`src/tag_pkg.sv`:
```
// Behaviour
// A locked family code ignores every later write.
// Family code: high nibble family, low nibble subfamily; zero means all.
// Format code is writable and becomes permanent once locked.
// Frame check is CRC-16 with its register preset to all ones.
// Two CRC bytes end every frame, covering all bytes after start delimiter.
// A request with a bad CRC is dropped without any reply.
// The reader checks CRC of responses and decides what to do.
// The tag transmits only after a correctly decoded request.
// Reader sends flags, command, parameters, data, CRC in that order.
// Tag sends flags, parameters, data, CRC; no command code.
// A frame holds whole bytes; bit count is a multiple of eight.
// Bits go LSB first; multi-byte fields and CRC go low byte first.
// Optional fields exist only when their flag bit is one.
// The tag holds exactly one of power-off, ready, quiet, selected.
// Enough field energy gives ready; too little keeps power-off.
// Ready answers requests without select flag, ignores select mode.
// Quiet ignores non-addressed and inventory; answers own-UID addressed requests.
// Selected answers select-mode, matching addressed and non-addressed requests.
// Addressed flag set: compare UID, answer on match, else silent.
// Addressed flag clear: no UID, every eligible tag answers.
// Select flag set: no UID, only a selected tag answers.
// Flags are eight bits; bit 3 picks selection or inventory meaning.
// Outside inventory bit 5 is select, bit 6 addressed with UID.
// Error code 03h means option not supported.
// Addressed plus select flags answer error 03h, command not run.
// Inventory with family flag answers only on zero or equal code.
// CRC polynomial 8408 reflected, sent complemented, residue F0B8.
package tag_pkg;

	// ****************************************
	// Register map
	// ****************************************
	localparam logic [7:0] OFF_CTRL = 8'h00;
	localparam logic [7:0] OFF_STATUS = 8'h04;
	localparam logic [7:0] OFF_UID_LO = 8'h08;
	localparam logic [7:0] OFF_UID_HI = 8'h0C;
	localparam logic [7:0] OFF_FAMILY = 8'h10;
	localparam logic [7:0] OFF_FORMAT = 8'h14;
	localparam logic [7:0] OFF_REQ = 8'h18;
	localparam logic [7:0] OFF_REQ_DATA = 8'h1C;
	localparam logic [7:0] OFF_RSP = 8'h20;
	localparam logic [7:0] OFF_RSP_DATA = 8'h24;

	// Field positions
	localparam int CTRL_STATE_WR = 2;
	localparam int CTRL_CANCEL = 3;
	localparam int CODE_LOCK = 8;
	localparam int RSP_GO = 16;

	// Reset values
	localparam logic [31:0] UID_LO_RST = 32'h0000_0001;
	localparam logic [31:0] UID_HI_RST = 32'h0000_0000;
	localparam logic [7:0] CODE_RST = 8'h00;

	// ****************************************
	// Request flag bits (bit 1 of the frame is index 0)
	// ****************************************
	localparam int FLAG_INVENTORY = 2;
	localparam int FLAG_SELECT = 4;
	localparam int FLAG_ADDRESS = 5;
	localparam int FLAG_FAMILY = 4;
	localparam logic [7:0] RSP_FLAGS_ERROR = 8'h01;
	localparam logic [7:0] ERR_NOT_SUPPORTED = 8'h03;
	localparam logic [3:0] UID_BYTES = 4'h8;
	localparam logic [3:0] HDR_BYTES = 4'h2;
	localparam logic [3:0] MIN_FRAME_BYTES = 4'h4;

	// ****************************************
	// Frame check
	// ****************************************
	localparam logic [15:0] CRC_PRESET = 16'hFFFF;
	localparam logic [15:0] CRC_POLY = 16'h8408;
	localparam logic [15:0] CRC_RESIDUE = 16'hF0B8;

	typedef enum logic [1:0] {
		STATE_POWER_OFF = 2'b00,
		STATE_READY = 2'b01,
		STATE_QUIET = 2'b10,
		STATE_SELECTED = 2'b11
	} tag_state_t;

	typedef struct packed {
		logic [7:0] flags;
		logic [7:0] cmd;
	} req_hdr_t;

	typedef struct packed {
		logic valid;
		logic write;
		logic [7:0] addr;
	} ahb_phase_t;

	// One bit step of the reflected CRC
	function automatic logic [15:0] crc_step(input logic [15:0] crc, input logic b);
		crc_step = (crc >> 1) ^ ((crc[0] ^ b) ? CRC_POLY : 16'h0000);
	endfunction

endpackage

```
`src/tag_request_protocol_filter.sv`:
```
// Our own choices: the AHB-Lite slave port and the register offsets.
`timescale 1ns/1ps
module tag_request_protocol_filter (
	// Clock and reset
	input wire logic clk,
	input wire logic rst,
	// AHB-Lite slave
	input wire logic hsel,
	input wire logic [31:0] haddr,
	input wire logic [1:0] htrans,
	input wire logic hwrite,
	input wire logic [2:0] hsize,
	input wire logic [31:0] hwdata,
	input wire logic hready,
	output logic [31:0] hrdata,
	output logic hreadyout,
	output logic hresp,
	// Field and link pins
	input wire logic field_ok,
	input wire logic link_clk,
	input wire logic rx_frame,
	input wire logic rx_bit,
	output logic tx_frame,
	output logic tx_bit
);

	// ****************************************
	// Pin synchronisers and link edge
	// ****************************************
	logic [3:0] sync1_q;
	logic [3:0] sync2_q;
	logic link_prev_q;
	logic frame_prev_q;
	wire link_rise = sync2_q[0] & ~link_prev_q;
	wire frame_in = sync2_q[1];
	wire bit_in = sync2_q[2];
	wire power_in = sync2_q[3];
	wire frame_end = frame_prev_q & ~frame_in;

	// Two flops on every field and link pin
	always_ff @(posedge clk)
	begin
		if (rst)
		begin
			sync1_q <= 4'h0;
			sync2_q <= 4'h0;
			link_prev_q <= 1'b0;
			frame_prev_q <= 1'b0;
		end
		else
		begin
			sync1_q <= {field_ok, rx_bit, rx_frame, link_clk};
			sync2_q <= sync1_q;
			link_prev_q <= sync2_q[0];
			frame_prev_q <= frame_in;
		end
	end

	// ****************************************
	// Registers
	// ****************************************
	tag_pkg::tag_state_t state_q;
	tag_pkg::req_hdr_t hdr_q;
	tag_pkg::ahb_phase_t ph_q;
	logic [31:0] uid_lo_q, uid_hi_q, req_data_q, rsp_data_q, hrdata_q;
	logic [7:0] family_q, format_q, rsp_flags_q, drop_cnt_q;
	logic family_lock_q, format_lock_q, reply_pend_q, tx_active_q;
	logic [2:0] rsp_len_q;
	logic [3:0] req_bytes_q;
	wire [63:0] uid = {uid_hi_q, uid_lo_q};

	// Bus decode
	wire take = hsel & htrans[1] & hready;
	wire wr = ph_q.valid & ph_q.write;
	wire wr_ctrl = wr & (ph_q.addr == tag_pkg::OFF_CTRL);
	wire wr_uid_lo = wr & (ph_q.addr == tag_pkg::OFF_UID_LO);
	wire wr_uid_hi = wr & (ph_q.addr == tag_pkg::OFF_UID_HI);
	wire wr_family = wr & (ph_q.addr == tag_pkg::OFF_FAMILY);
	wire wr_format = wr & (ph_q.addr == tag_pkg::OFF_FORMAT);
	wire wr_rsp = wr & (ph_q.addr == tag_pkg::OFF_RSP);
	wire wr_rsp_data = wr & (ph_q.addr == tag_pkg::OFF_RSP_DATA);

	// Read mux, registered at the address phase
	logic [31:0] rd_mux;
	always_comb
	begin
		unique case (haddr[7:0])
			tag_pkg::OFF_CTRL: rd_mux = {30'h0000_0000, state_q};
			tag_pkg::OFF_STATUS: rd_mux = {16'h0000, drop_cnt_q, 4'h0, tx_active_q,
				reply_pend_q, state_q};
			tag_pkg::OFF_UID_LO: rd_mux = uid_lo_q;
			tag_pkg::OFF_UID_HI: rd_mux = uid_hi_q;
			tag_pkg::OFF_FAMILY: rd_mux = {23'h00_0000, family_lock_q, family_q};
			tag_pkg::OFF_FORMAT: rd_mux = {23'h00_0000, format_lock_q, format_q};
			tag_pkg::OFF_REQ: rd_mux = {12'h000, req_bytes_q, hdr_q};
			tag_pkg::OFF_REQ_DATA: rd_mux = req_data_q;
			tag_pkg::OFF_RSP: rd_mux = {21'h00_0000, rsp_len_q, rsp_flags_q};
			tag_pkg::OFF_RSP_DATA: rd_mux = rsp_data_q;
			default: rd_mux = 32'h0000_0000;
		endcase
	end

	// Address phase capture and read data
	always_ff @(posedge clk)
	begin
		if (rst)
		begin
			ph_q <= '0;
			hrdata_q <= 32'h0000_0000;
		end
		else
		begin
			ph_q <= '{valid: take, write: hwrite, addr: haddr[7:0]};
			if (take & ~hwrite)
				hrdata_q <= (haddr[1:0] == 2'b00 && hsize == 3'b010) ? rd_mux : 32'h0000_0000;
		end
	end

	assign hrdata = hrdata_q;
	assign hreadyout = 1'b1;
	assign hresp = 1'b0;

	// Identity, family and format codes
	always_ff @(posedge clk)
	begin
		if (rst)
		begin
			uid_lo_q <= tag_pkg::UID_LO_RST;
			uid_hi_q <= tag_pkg::UID_HI_RST;
			family_q <= tag_pkg::CODE_RST;
			format_q <= tag_pkg::CODE_RST;
			family_lock_q <= 1'b0;
			format_lock_q <= 1'b0;
		end
		else
		begin
			if (wr_uid_lo)
				uid_lo_q <= hwdata;
			if (wr_uid_hi)
				uid_hi_q <= hwdata;
			if (wr_family & ~family_lock_q)
			begin
				family_q <= hwdata[7:0];
				family_lock_q <= hwdata[tag_pkg::CODE_LOCK];
			end
			if (wr_format & ~format_lock_q)
			begin
				format_q <= hwdata[7:0];
				format_lock_q <= hwdata[tag_pkg::CODE_LOCK];
			end
		end
	end

	// ****************************************
	// Receive path
	// ****************************************
	logic [7:0] rx_sh_q;
	logic [2:0] rx_bit_cnt_q;
	logic [3:0] rx_idx_q;
	logic [15:0] rx_crc_q;
	logic uid_ok_q, fam_ok_q;
	logic [2:0] data_cnt_q;

	wire rx_take = link_rise & frame_in & ~tx_active_q;
	wire [7:0] rx_byte = {bit_in, rx_sh_q[7:1]};
	wire byte_done = rx_take & (rx_bit_cnt_q == 3'd7);
	wire inv = hdr_q.flags[tag_pkg::FLAG_INVENTORY];
	wire sel_f = ~inv & hdr_q.flags[tag_pkg::FLAG_SELECT];
	wire addr_f = ~inv & hdr_q.flags[tag_pkg::FLAG_ADDRESS];
	wire fam_f = inv & hdr_q.flags[tag_pkg::FLAG_FAMILY];
	wire [3:0] uid_end = tag_pkg::HDR_BYTES + tag_pkg::UID_BYTES;
	wire [3:0] hdr_len = addr_f ? uid_end : (fam_f ? 4'd3 : tag_pkg::HDR_BYTES);
	wire in_uid = addr_f & (rx_idx_q >= tag_pkg::HDR_BYTES) & (rx_idx_q < uid_end);
	wire [2:0] uid_sel = 3'(rx_idx_q - tag_pkg::HDR_BYTES);
	wire fam_match = (rx_byte == 8'h00) | (rx_byte == family_q);

	// Bit shifter, byte index, CRC and field checks
	always_ff @(posedge clk)
	begin
		if (rst | (~frame_in & ~frame_prev_q))
		begin
			rx_sh_q <= 8'h00;
			rx_bit_cnt_q <= 3'd0;
			rx_idx_q <= 4'h0;
			rx_crc_q <= tag_pkg::CRC_PRESET;
			uid_ok_q <= 1'b1;
			fam_ok_q <= 1'b1;
		end
		else if (rx_take)
		begin
			rx_sh_q <= rx_byte;
			rx_bit_cnt_q <= rx_bit_cnt_q + 3'd1;
			rx_crc_q <= tag_pkg::crc_step(rx_crc_q, bit_in);
			if (byte_done)
			begin
				if (rx_idx_q != 4'hF)
					rx_idx_q <= rx_idx_q + 4'h1;
				if (in_uid && rx_byte != uid[{uid_sel, 3'b000} +: 8])
					uid_ok_q <= 1'b0;
				if (fam_f && rx_idx_q == tag_pkg::HDR_BYTES && !fam_match)
					fam_ok_q <= 1'b0;
			end
		end
	end

	// Header and parameter capture
	always_ff @(posedge clk)
	begin
		if (rst)
		begin
			hdr_q <= '0;
			req_data_q <= 32'h0000_0000;
		end
		else if (byte_done)
		begin
			if (rx_idx_q == 4'h0)
				hdr_q.flags <= rx_byte;
			if (rx_idx_q == 4'h1)
				hdr_q.cmd <= rx_byte;
			if (rx_idx_q >= hdr_len && data_cnt_q != 3'd4)
				req_data_q[{data_cnt_q[1:0], 3'b000} +: 8] <= rx_byte;
		end
	end

	always_ff @(posedge clk)
	begin
		if (rst)
			req_bytes_q <= 4'h0;
		else if (byte_done)
			req_bytes_q <= rx_idx_q + 4'h1;
	end

	always_ff @(posedge clk)
	begin
		if (rst)
			data_cnt_q <= 3'd0;
		else if (~frame_in & ~frame_prev_q)
			data_cnt_q <= 3'd0;
		else if (byte_done && rx_idx_q >= hdr_len && data_cnt_q != 3'd4)
			data_cnt_q <= data_cnt_q + 3'd1;
	end

	// ****************************************
	// Request decision
	// ****************************************
	wire frame_good = (rx_crc_q == tag_pkg::CRC_RESIDUE)
		& (rx_bit_cnt_q == 3'd0)
		& (rx_idx_q >= tag_pkg::MIN_FRAME_BYTES);
	wire is_quiet = (state_q == tag_pkg::STATE_QUIET);
	wire is_sel = (state_q == tag_pkg::STATE_SELECTED);
	wire is_on = (state_q != tag_pkg::STATE_POWER_OFF);
	wire both_f = addr_f & sel_f;
	wire ok_inv = inv & ~is_quiet & fam_ok_q;
	wire ok_sel = sel_f & ~addr_f & is_sel;
	wire ok_addr = addr_f & ~sel_f & uid_ok_q;
	wire ok_plain = ~inv & ~sel_f & ~addr_f & ~is_quiet;
	wire decide = frame_end & ~tx_active_q & is_on;
	wire accept = decide & frame_good & ~both_f & (ok_inv | ok_sel | ok_addr | ok_plain);
	wire err_rsp = decide & frame_good & both_f;
	wire drop = decide & ~frame_good;

	// Tag state
	always_ff @(posedge clk)
	begin
		if (rst | ~power_in)
			state_q <= tag_pkg::STATE_POWER_OFF;
		else if (wr_ctrl & hwdata[tag_pkg::CTRL_STATE_WR] & is_on)
			state_q <= tag_pkg::tag_state_t'(hwdata[1:0]);
		else if (state_q == tag_pkg::STATE_POWER_OFF)
			state_q <= tag_pkg::STATE_READY;
	end

	// Reply bookkeeping; a new request wins over a cancel
	wire go = wr_rsp & hwdata[tag_pkg::RSP_GO] & reply_pend_q & ~tx_active_q;
	always_ff @(posedge clk)
	begin
		if (rst)
		begin
			reply_pend_q <= 1'b0;
			drop_cnt_q <= 8'h00;
			rsp_flags_q <= 8'h00;
			rsp_len_q <= 3'd0;
			rsp_data_q <= 32'h0000_0000;
		end
		else
		begin
			if (accept)
				reply_pend_q <= 1'b1;
			else if (go | (wr_ctrl & hwdata[tag_pkg::CTRL_CANCEL]) | ~is_on)
				reply_pend_q <= 1'b0;
			if (drop && drop_cnt_q != 8'hFF)
				drop_cnt_q <= drop_cnt_q + 8'h01;
			if (wr_rsp)
			begin
				rsp_flags_q <= hwdata[7:0];
				rsp_len_q <= (hwdata[10:8] > 3'd4) ? 3'd4 : hwdata[10:8];
			end
			if (wr_rsp_data)
				rsp_data_q <= hwdata;
		end
	end

	// ****************************************
	// Transmit path
	// ****************************************
	logic [7:0] tx_flags_q;
	logic [31:0] tx_data_q;
	logic [2:0] tx_len_q, tx_idx_q, tx_bcnt_q;
	logic [15:0] tx_crc_q;
	logic tx_frame_q, tx_bit_q;
	wire [2:0] crc_idx = tx_len_q + 3'd1;
	wire in_crc = (tx_idx_q >= crc_idx);
	wire [15:0] crc_out = ~tx_crc_q;
	logic [7:0] tx_byte;
	always_comb
	begin
		if (tx_idx_q == 3'd0)
			tx_byte = tx_flags_q;
		else if (!in_crc)
			tx_byte = tx_data_q[{tx_idx_q[1:0] - 2'd1, 3'b000} +: 8];
		else if (tx_idx_q == crc_idx)
			tx_byte = crc_out[7:0];
		else
			tx_byte = crc_out[15:8];
	end
	wire tx_cur = tx_byte[tx_bcnt_q];
	wire tx_last = (tx_idx_q == crc_idx + 3'd1) & (tx_bcnt_q == 3'd7);

	// Load on reply start, then one bit per link edge
	always_ff @(posedge clk)
	begin
		if (rst | ~is_on)
		begin
			tx_active_q <= 1'b0;
			tx_flags_q <= 8'h00;
			tx_data_q <= 32'h0000_0000;
			tx_len_q <= 3'd0;
			tx_idx_q <= 3'd0;
			tx_bcnt_q <= 3'd0;
			tx_crc_q <= tag_pkg::CRC_PRESET;
			tx_frame_q <= 1'b0;
			tx_bit_q <= 1'b0;
		end
		else if (err_rsp)
		begin
			tx_active_q <= 1'b1;
			tx_flags_q <= tag_pkg::RSP_FLAGS_ERROR;
			tx_data_q <= {24'h00_0000, tag_pkg::ERR_NOT_SUPPORTED};
			tx_len_q <= 3'd1;
			tx_idx_q <= 3'd0;
			tx_bcnt_q <= 3'd0;
			tx_crc_q <= tag_pkg::CRC_PRESET;
		end
		else if (go)
		begin
			tx_active_q <= 1'b1;
			tx_flags_q <= rsp_flags_q;
			tx_data_q <= rsp_data_q;
			tx_len_q <= rsp_len_q;
			tx_idx_q <= 3'd0;
			tx_bcnt_q <= 3'd0;
			tx_crc_q <= tag_pkg::CRC_PRESET;
		end
		else if (link_rise)
		begin
			tx_frame_q <= tx_active_q;
			tx_bit_q <= tx_active_q & tx_cur;
			if (tx_active_q)
			begin
				tx_bcnt_q <= tx_bcnt_q + 3'd1;
				if (!in_crc)
					tx_crc_q <= tag_pkg::crc_step(tx_crc_q, tx_cur);
				if (tx_bcnt_q == 3'd7)
					tx_idx_q <= tx_idx_q + 3'd1;
				if (tx_last)
					tx_active_q <= 1'b0;
			end
		end
	end

	assign tx_frame = tx_frame_q;
	assign tx_bit = tx_bit_q;

endmodule

```
`config.mk`:
```
export PLATFORM = sky130hd
export DESIGN_NAME = tag_request_protocol_filter
export DESIGN_NICKNAME = d
export VERILOG_FILES = /design/src/tag_pkg.sv /design/src/tag_request_protocol_filter.sv
export SDC_FILE = /design/constraint.sdc
export NUM_CORES = 1
export LEC_CHECK = 0
export BUFFER_PORTS_ARGS = -buffer_cell sky130_fd_sc_hd__buf_2
export CORE_MARGIN = 10
export CORE_UTILIZATION = 63
export CTS_CLUSTER_SIZE = 25
export DETAILED_ROUTE_END_ITERATION = 16
export PLACE_DENSITY = 0.83
export SETUP_SLACK_MARGIN = 0.1
export SYNTH_ARGS = -nofsm -noshare
export SYNTH_HDL_FRONTEND = slang
export SYNTH_SLANG_ARGS = --single-unit
```
`constraint.sdc`:
```
create_clock -name clk -period 8.8 [get_ports clk]
set_input_delay 0.88 -clock clk [delete_from_list [all_inputs] [get_ports clk]]
set_output_delay 0.88 -clock clk [all_outputs]
set_load 0.05 [all_outputs]
```
# ---- Word-level counts from Yosys, hierarchy flattened
# Cells that the tools add are included.
dict set report op_classes {
  magnitude_cmp 7
  mux 28
  n_addsub 11
  reduce_logical 35
  shift 4
  n_eq_ne 30
  bitwise 83
}
# cell n
set op_table {}
lappend op_table {{$pmux W32 S10} 1}
lappend op_table {{$shiftx A64 B7 Y8} 1}
lappend op_table {{$and A1 B1 Y1} 51}
lappend op_table {{$eq A8 B5 Y1 const B} 6}
lappend op_table {{$bwmux W32} 1}
lappend op_table {{$eq A8 B4 Y1 const B} 4}
lappend op_table {{$eq A8 B6 Y1 const B} 4}
lappend op_table {{$mux W16} 2}
lappend op_table {{$mux W32} 1}
lappend op_table {{$shift A8 B7 Y32 const A} 1}
lappend op_table {{$shiftx A32 B6 Y8} 1}
lappend op_table {{$shiftx A8 B7 Y32} 1}
lappend op_table {{$xor A15 B16 Y16} 2}
lappend op_table {{$logic_not A8 Y1} 3}
lappend op_table {{$mux W8} 3}
lappend op_table {{$add A3 B1 Y3 const B} 6}
lappend op_table {{$not A1 Y1} 18}
lappend op_table {{$reduce_and A3 Y1} 6}
lappend op_table {{$eq A16 B16 Y1 const B} 1}
lappend op_table {{$not A16 Y16} 1}
lappend op_table {{$mux W1} 13}
lappend op_table {{$or A1 B1 Y1} 9}
lappend op_table {{$add A8 B1 Y8 const B} 1}
lappend op_table {{$eq A8 B3 Y1 const B} 1}
lappend op_table {{37 further kinds} 60}
dict set report word_totals {
  elab_cells 241
  regBits 344
  in_bits 78
}

# ---- Depth between registers and ports, before layout
dict set report logic_depth {
  word_depth 10
  ltp_mapped 12
}

# ---- Least setup slack after synthesis
# No wires, ideal clock.
dict set report synth_path {
  path_kind {register to register}
  startpoint {reg rx_idx_q[1]}
  endpoint {reg drop_cnt_q[5]}
  path_buffers 2
  arrival_time_ns 2.763
  period_less_slack_ns 2.833
  setup_ns 0.070
  path_stages_with_launch 11
  slack_ns 5.967
  cell_sequence {dfxtp_1 > buf_1 > clkbuf_1 > inv_1 > ha_1 > a211oi_1 > or4_1 > nor3b_2 > nand4_1 > or3_1 > a21oi_1}
}
dict set report synth_via {
  elab_chain_cells 5
}
# item line
set synth_lines {}
lappend synth_lines {{start, declared} tag_request_protocol_filter.sv:159} ;# logic [3:0] rx_idx_q;
lappend synth_lines {{start signal, assigned} tag_request_protocol_filter.sv:197} ;# rx_idx_q <= rx_idx_q + 4'h1;
lappend synth_lines {{$ge A4 B3 Y1} tag_request_protocol_filter.sv:248} ;# & (rx_idx_q >= tag_pkg::MIN_FRAME_BYTES);
lappend synth_lines {{$and A1 B1 Y1} tag_request_protocol_filter.sv:248}
lappend synth_lines {{$not A1 Y1} tag_request_protocol_filter.sv:260} ;# wire drop = decide & ~frame_good;
lappend synth_lines {{$and A1 B1 Y1} tag_request_protocol_filter.sv:260}
lappend synth_lines {{$logic_and A1 B1 Y1} tag_request_protocol_filter.sv:291} ;# if (drop && drop_cnt_q != 8'hFF)
lappend synth_lines {{end signal, assigned} tag_request_protocol_filter.sv:292} ;# drop_cnt_q <= drop_cnt_q + 8'h01;
lappend synth_lines {{end, declared} tag_request_protocol_filter.sv:66} ;# logic [7:0] family_q, format_q, rsp_flags_q, drop_cnt_q;
# Every way passes these cells.
# A chain may end at the register's enable or synchronous reset.

# ---- Final worst setup path
dict set report layout_path {
  startpoint {reg tx_idx_q[0]}
  endpoint {reg tx_crc_q[3]}
}
dict set report layout_via {
  elab_chain_cells 9
  word_cells_on_any_way 15
}
# item line
set layout_lines {}
lappend layout_lines {{start, declared} tag_request_protocol_filter.sv:308} ;# logic [2:0] tx_len_q, tx_idx_q, tx_bcnt_q;
lappend layout_lines {{start signal, assigned} tag_request_protocol_filter.sv:374} ;# tx_idx_q <= tx_idx_q + 3'd1;
lappend layout_lines {{$sub A2 B1 Y2 or $eq A3 B3 Y1 (tied branches)} {tag_request_protocol_filter.sv:320, tag_request_protocol_filter.sv:321}}
lappend layout_lines {{$shiftx A32 B6 Y8 or $mux W8 (tied branches)} {tag_request_protocol_filter.sv:320, tag_request_protocol_filter.sv:321}}
lappend layout_lines {{$mux W8} tag_request_protocol_filter.sv:319} ;# else if (!in_crc)
lappend layout_lines {{$mux W8} tag_request_protocol_filter.sv:317} ;# if (tx_idx_q == 3'd0)
lappend layout_lines {{$bmux W1 S3} tag_request_protocol_filter.sv:326} ;# wire tx_cur = tx_byte[tx_bcnt_q];
lappend layout_lines {{$mux W1 (not written as such)} tag_request_protocol_filter.sv:326}
lappend layout_lines {{$xor A1 B1 Y1} tag_pkg.sv:96} ;# crc_step = (crc >> 1) ^ ((crc[0] ^ b) ? CRC_POLY : 16'h0000);
lappend layout_lines {{$mux W16} tag_pkg.sv:96}
lappend layout_lines {{$xor A15 B16 Y16} tag_pkg.sv:96}
lappend layout_lines {{end signal, assigned} tag_request_protocol_filter.sv:340} ;# tx_crc_q <= tag_pkg::CRC_PRESET;
lappend layout_lines {{end signal, assigned} tag_request_protocol_filter.sv:352} ;# tx_crc_q <= tag_pkg::CRC_PRESET;
lappend layout_lines {{end signal, assigned} tag_request_protocol_filter.sv:362} ;# tx_crc_q <= tag_pkg::CRC_PRESET;
lappend layout_lines {{end, declared} tag_request_protocol_filter.sv:309} ;# logic [15:0] tx_crc_q;
# Parallel ways exist; a longest one is shown, timed or not. The select of a mux whose other input is x is not followed.

==> results.py <==
metrics = {
    "clock_network": {
        "cts.clk_slew.worst_paths_ps": 60,
        "cts_tree": "built",
        "clockBufferDepth": 3,
        "cts-hold-fix-buffers": 0,
        "htree_num_levels": 2,
        "cts_root_buf": "clkbuf_16",
        "clk_latency_ps": 520,
        "cts_buffers": 36,
        "cts-resized-gates": 0,
        "cts_setup_buffers": 0,
        "cts.sinks": 343,
    },
    "timing": {
        "fin_crit_ps": 4030,
        "finalSetupViolCount": 0,
        "finalHoldViolCount": 0,
        "max_freq_mhz": 248,
        "clock_skew_ps": 14.5,
        "setup_tns_ps": 0,
        "rsz0062_at_grt": "no",
        "worst_slew_pin_slew_ps": 1300,
        "drv_slew": 0,
        "slew_headroom_pct": 13.3,
        "fin_crit_sh_pct": 45.8,
    },
    "drt": {
        "routed_wl_um": 46100,
        "drtIter0Drc": 1924,
        "dr.pass1.iters": 8,
        "viasPerCell": 6.27,
        "wl_per_cell_um": 21.4,
        "vias": 13500,
        "ant_nets": 0,
        "drc": 0,
    },
    "yosys": {
        "ys_async_sr_fraction_pct": 0,
        "synth_edf_count": 0,
        "ys.flop_type": "dfxtp_1",
        "synth_commonest_cells": "418 x nand2_1, 343 x dfxtp_1, 190 x a21oi_1",
        "synth_seq_cells": 343,
        "synth_top_area_cell": "dfxtp_1",
        "ys_types": 62,
        "yosysMostFrequentCell": "nand2_1",
        "ys_top_cells_by_area": "dfxtp_1 45%, nand2_1 10%, a21oi_1 6.2%",
        "synth.top_cell.area_share_pct": 44.9,
        "syn-num-nets": 1903,
        "synth_cells": 1799,
        "yosysSeqAreaShare_pct": 44.9,
        "ys_warn_count": 0,
        "syn_area_um2": 15300,
        "avgSynthCellArea_um2": 8.51,
    },
    "worst_setup_path": {
        "reg2reg_depth": 10,
        "critPathMaxFanout": 10,
        "path_depth": 10,
        "crit_path_start_kind": "flop",
        "end_kind": "flop",
        "crit_slowest_cell": "o21ai_1",
        "path_buf_inv": 1,
        "slowest_delay_ps": 800,
        "crit_type": "reg -> reg",
        "worst-endpoint-arrival_ps": 4480,
        "crit_chain": "inv_1, ha_1, nor2b_1, o21ai_1, mux2i_1, a211oi_1, nor4b_1, nor4_2, xnor3_1, o21ai_1",
        "cp-startpoint": "tx_idx_q[0]",
        "reg2reg_from": "tx_idx_q[0]",
        "crit_required_ps": 9250,
        "path_common_cell": "o21ai_1",
        "path_delay_family": "compound AO/OA/AOI/OAI gates",
    },
    "final_layout": {
        "post_route_cells_drive_above_1_share_pct": 12.1,
        "nFillCells": 1819,
        "nets": 1919,
        "num_antenna_cells": 0,
        "fin_util_pct": 71.7,
        "area_growth_pct": 10.9,
    },
    "power_and_ir_drop": {
        "p_comb_share_pct": 2.5,
        "p_per_area_nw_per_um2": 190,
        "p_leak_uw": 0.00631,
        "ir_drop_uv": 195,
        "power.internal_uw": 2550,
        "clkPwrFrac_pct": 49.1,
        "sw_frac_of_total_pct": 21.0,
        "p_seq_share_pct": 48.4,
        "p_switching_uw": 678,
    },
    "global_route": {
        "first_global_vias": 12900,
        "antenna_found_initial": 0,
        "grtUsageTotal_pct": 28.7,
        "grt_max_degree": 93,
        "grt_pass1_wl_um": 71000,
        "overflow": 0,
    },
    "place": {
        "place_congestion": 0.986,
        "dp_hpwl_um": 32500,
        "io_buffers": 86,
    },
    "hold_path": {
        "hp-start": "sync1_q[2]",
        "holdPathStages": 1,
        "hold_class": "reg -> reg",
    },
    "flow_run": {
        "drv_cap": 0,
    },
    "floorplan": {
        "die-area_um2": 30900,
        "core-area_um2": 23700,
        "chipWidth_um": 176,
        "rows": 56,
        "start_util_pct": 64.6,
        "die_y_um": 176,
        "pin_count": 114,
    },
    "run_status": {
        "outcome": "completed",
    },
}
-- final timing paths --
| kind | to | slack, ps |
|---|---|---|
| hold reg to reg | sync2_q[2] | 430 |
| hold / removal | sync2_q[2] | 430 |
| setup reg to reg | tx_crc_q[3] | 4770 |
| setup / recovery | tx_crc_q[3] | 4770 |
-- cell type report --
| class | instances | area, um2 | area share, % |
|---|---|---|---|
| Clock inverter | 11 | 183 | 1.08 |
| Timing Repair Buffer | 105 | 579 | 3.41 |
| Tap cell | 319 | 399 | 2.35 |
| Multi-Input combinational cell | 1315 | 7850 | 46.2 |
| Sequential cell | 343 | 6870 | 40.5 |
| Inverter | 14 | 52.6 | 0.310 |
| Clock buffer | 50 | 1040 | 6.15 |
-- power groups by stage --
stage / clock network, uW / logic [uW] / registers [uW]
floorplan: 0 / 44.6 / 1590
global placement: 0 / 77.9 / 1600
detailed placement: 0 / 78.3 / 1600
CTS: 1590 / 78.6 / 1560
global route: 1650 / 85.4 / 1560
finish: 1590 / 80.8 / 1560
-- per-layer routing --
layer	share of wire, %	vias to the layer above	track usage, %	wire length (um)
li1	-	6278	-	-
met1	39	6412	36.6	18100
met2	47	722	46.8	21500
met3	11	120	6.54	4900
met4	3.5	0	10.3	1600
met5	0	-	0	0
-- registers in the layout (all words and copies together), names as in the netlist, 10 cells and up --
register	count
tx_data_q	32
req_data_q	32
uid_hi_q	32
ph_q	10
hrdata	32
tx_crc_q	16
rsp_data_q	32
uid_lo_q	32
hdr_q	16
rx_crc_q	16
-- per-stage QoR --
step / std cells / total power [uW] / area (um2) / hold slack (ps) / setup WS [ps]
6_report: 2157 / 3230 / 17000 / 432 / 4770
5_1_grt: 2157 / 3300 / 17000 / 463 / 4460
4_1_cts: 2157 / 3230 / 17000 / 438 / 4820
3_5_place_dp: 2096 / 1670 / 15700 / 427 / 4850
3_3_place_gp: 2096 / 1670 / 15700 / 423 / 4910
2_1_floorplan: 1799 / 1640 / 15300 / 414 / 5970
-- placed cells by master, fill, tap and decap left out, drive strengths merged, types with 5 or more instances in the layout --
| master | count |
|---|---|
| and2 | 11 |
| clkinv | 5 |
| or2 | 6 |
| nor4 | 8 |
| a22oi | 54 |
| nor2b | 28 |
| xnor2 | 22 |
| nand2 | 419 |
| a211oi | 9 |
| a21oi | 190 |
| nand4 | 13 |
| clkbuf | 50 |
| o211ai | 5 |
| a221oi | 5 |
| mux2i | 88 |
| mux2 | 5 |
| bufinv | 5 |
| xor2 | 17 |
| nor2 | 157 |
| inv | 14 |
| a222oi | 23 |
| nand3b | 5 |
| o21ai | 30 |
| nand3 | 87 |
| ha | 26 |
| nor3b | 5 |
| nor3 | 10 |
| o22ai | 5 |
| nand2b | 8 |
| mux4 | 26 |
| dfxtp | 343 |
| a31oi | 15 |
| buf | 105 |
-- worst reg2reg max path: cells and delay by family (launching register included) --
| kind | cells | cell delay (ps) |
|---|---|---|
| fa+ha+maj | 1 | 390 |
| xor+xnor | 1 | 320 |
| compound gates | 3 | 1210 |
| simple gates | 3 | 820 |
| mux | 1 | 240 |
| buf+inv | 1 | 200 |
| flops | 1 | 790 |
-- kinds of logic (layout without fill, tap and decap cells) --
logic type	count (synthesis)	in the layout	synth area share, %
compound gates	352	352	14.0
mux	119	119	9.95
simple gates	775	775	22.5
flops	343	343	44.9
buf+inv	141	180	3.95
xor+xnor	41	41	2.53
fa+ha+maj	26	26	2.13
other cells	2	2	0.0491
Power figures use the tool's default switching activity.
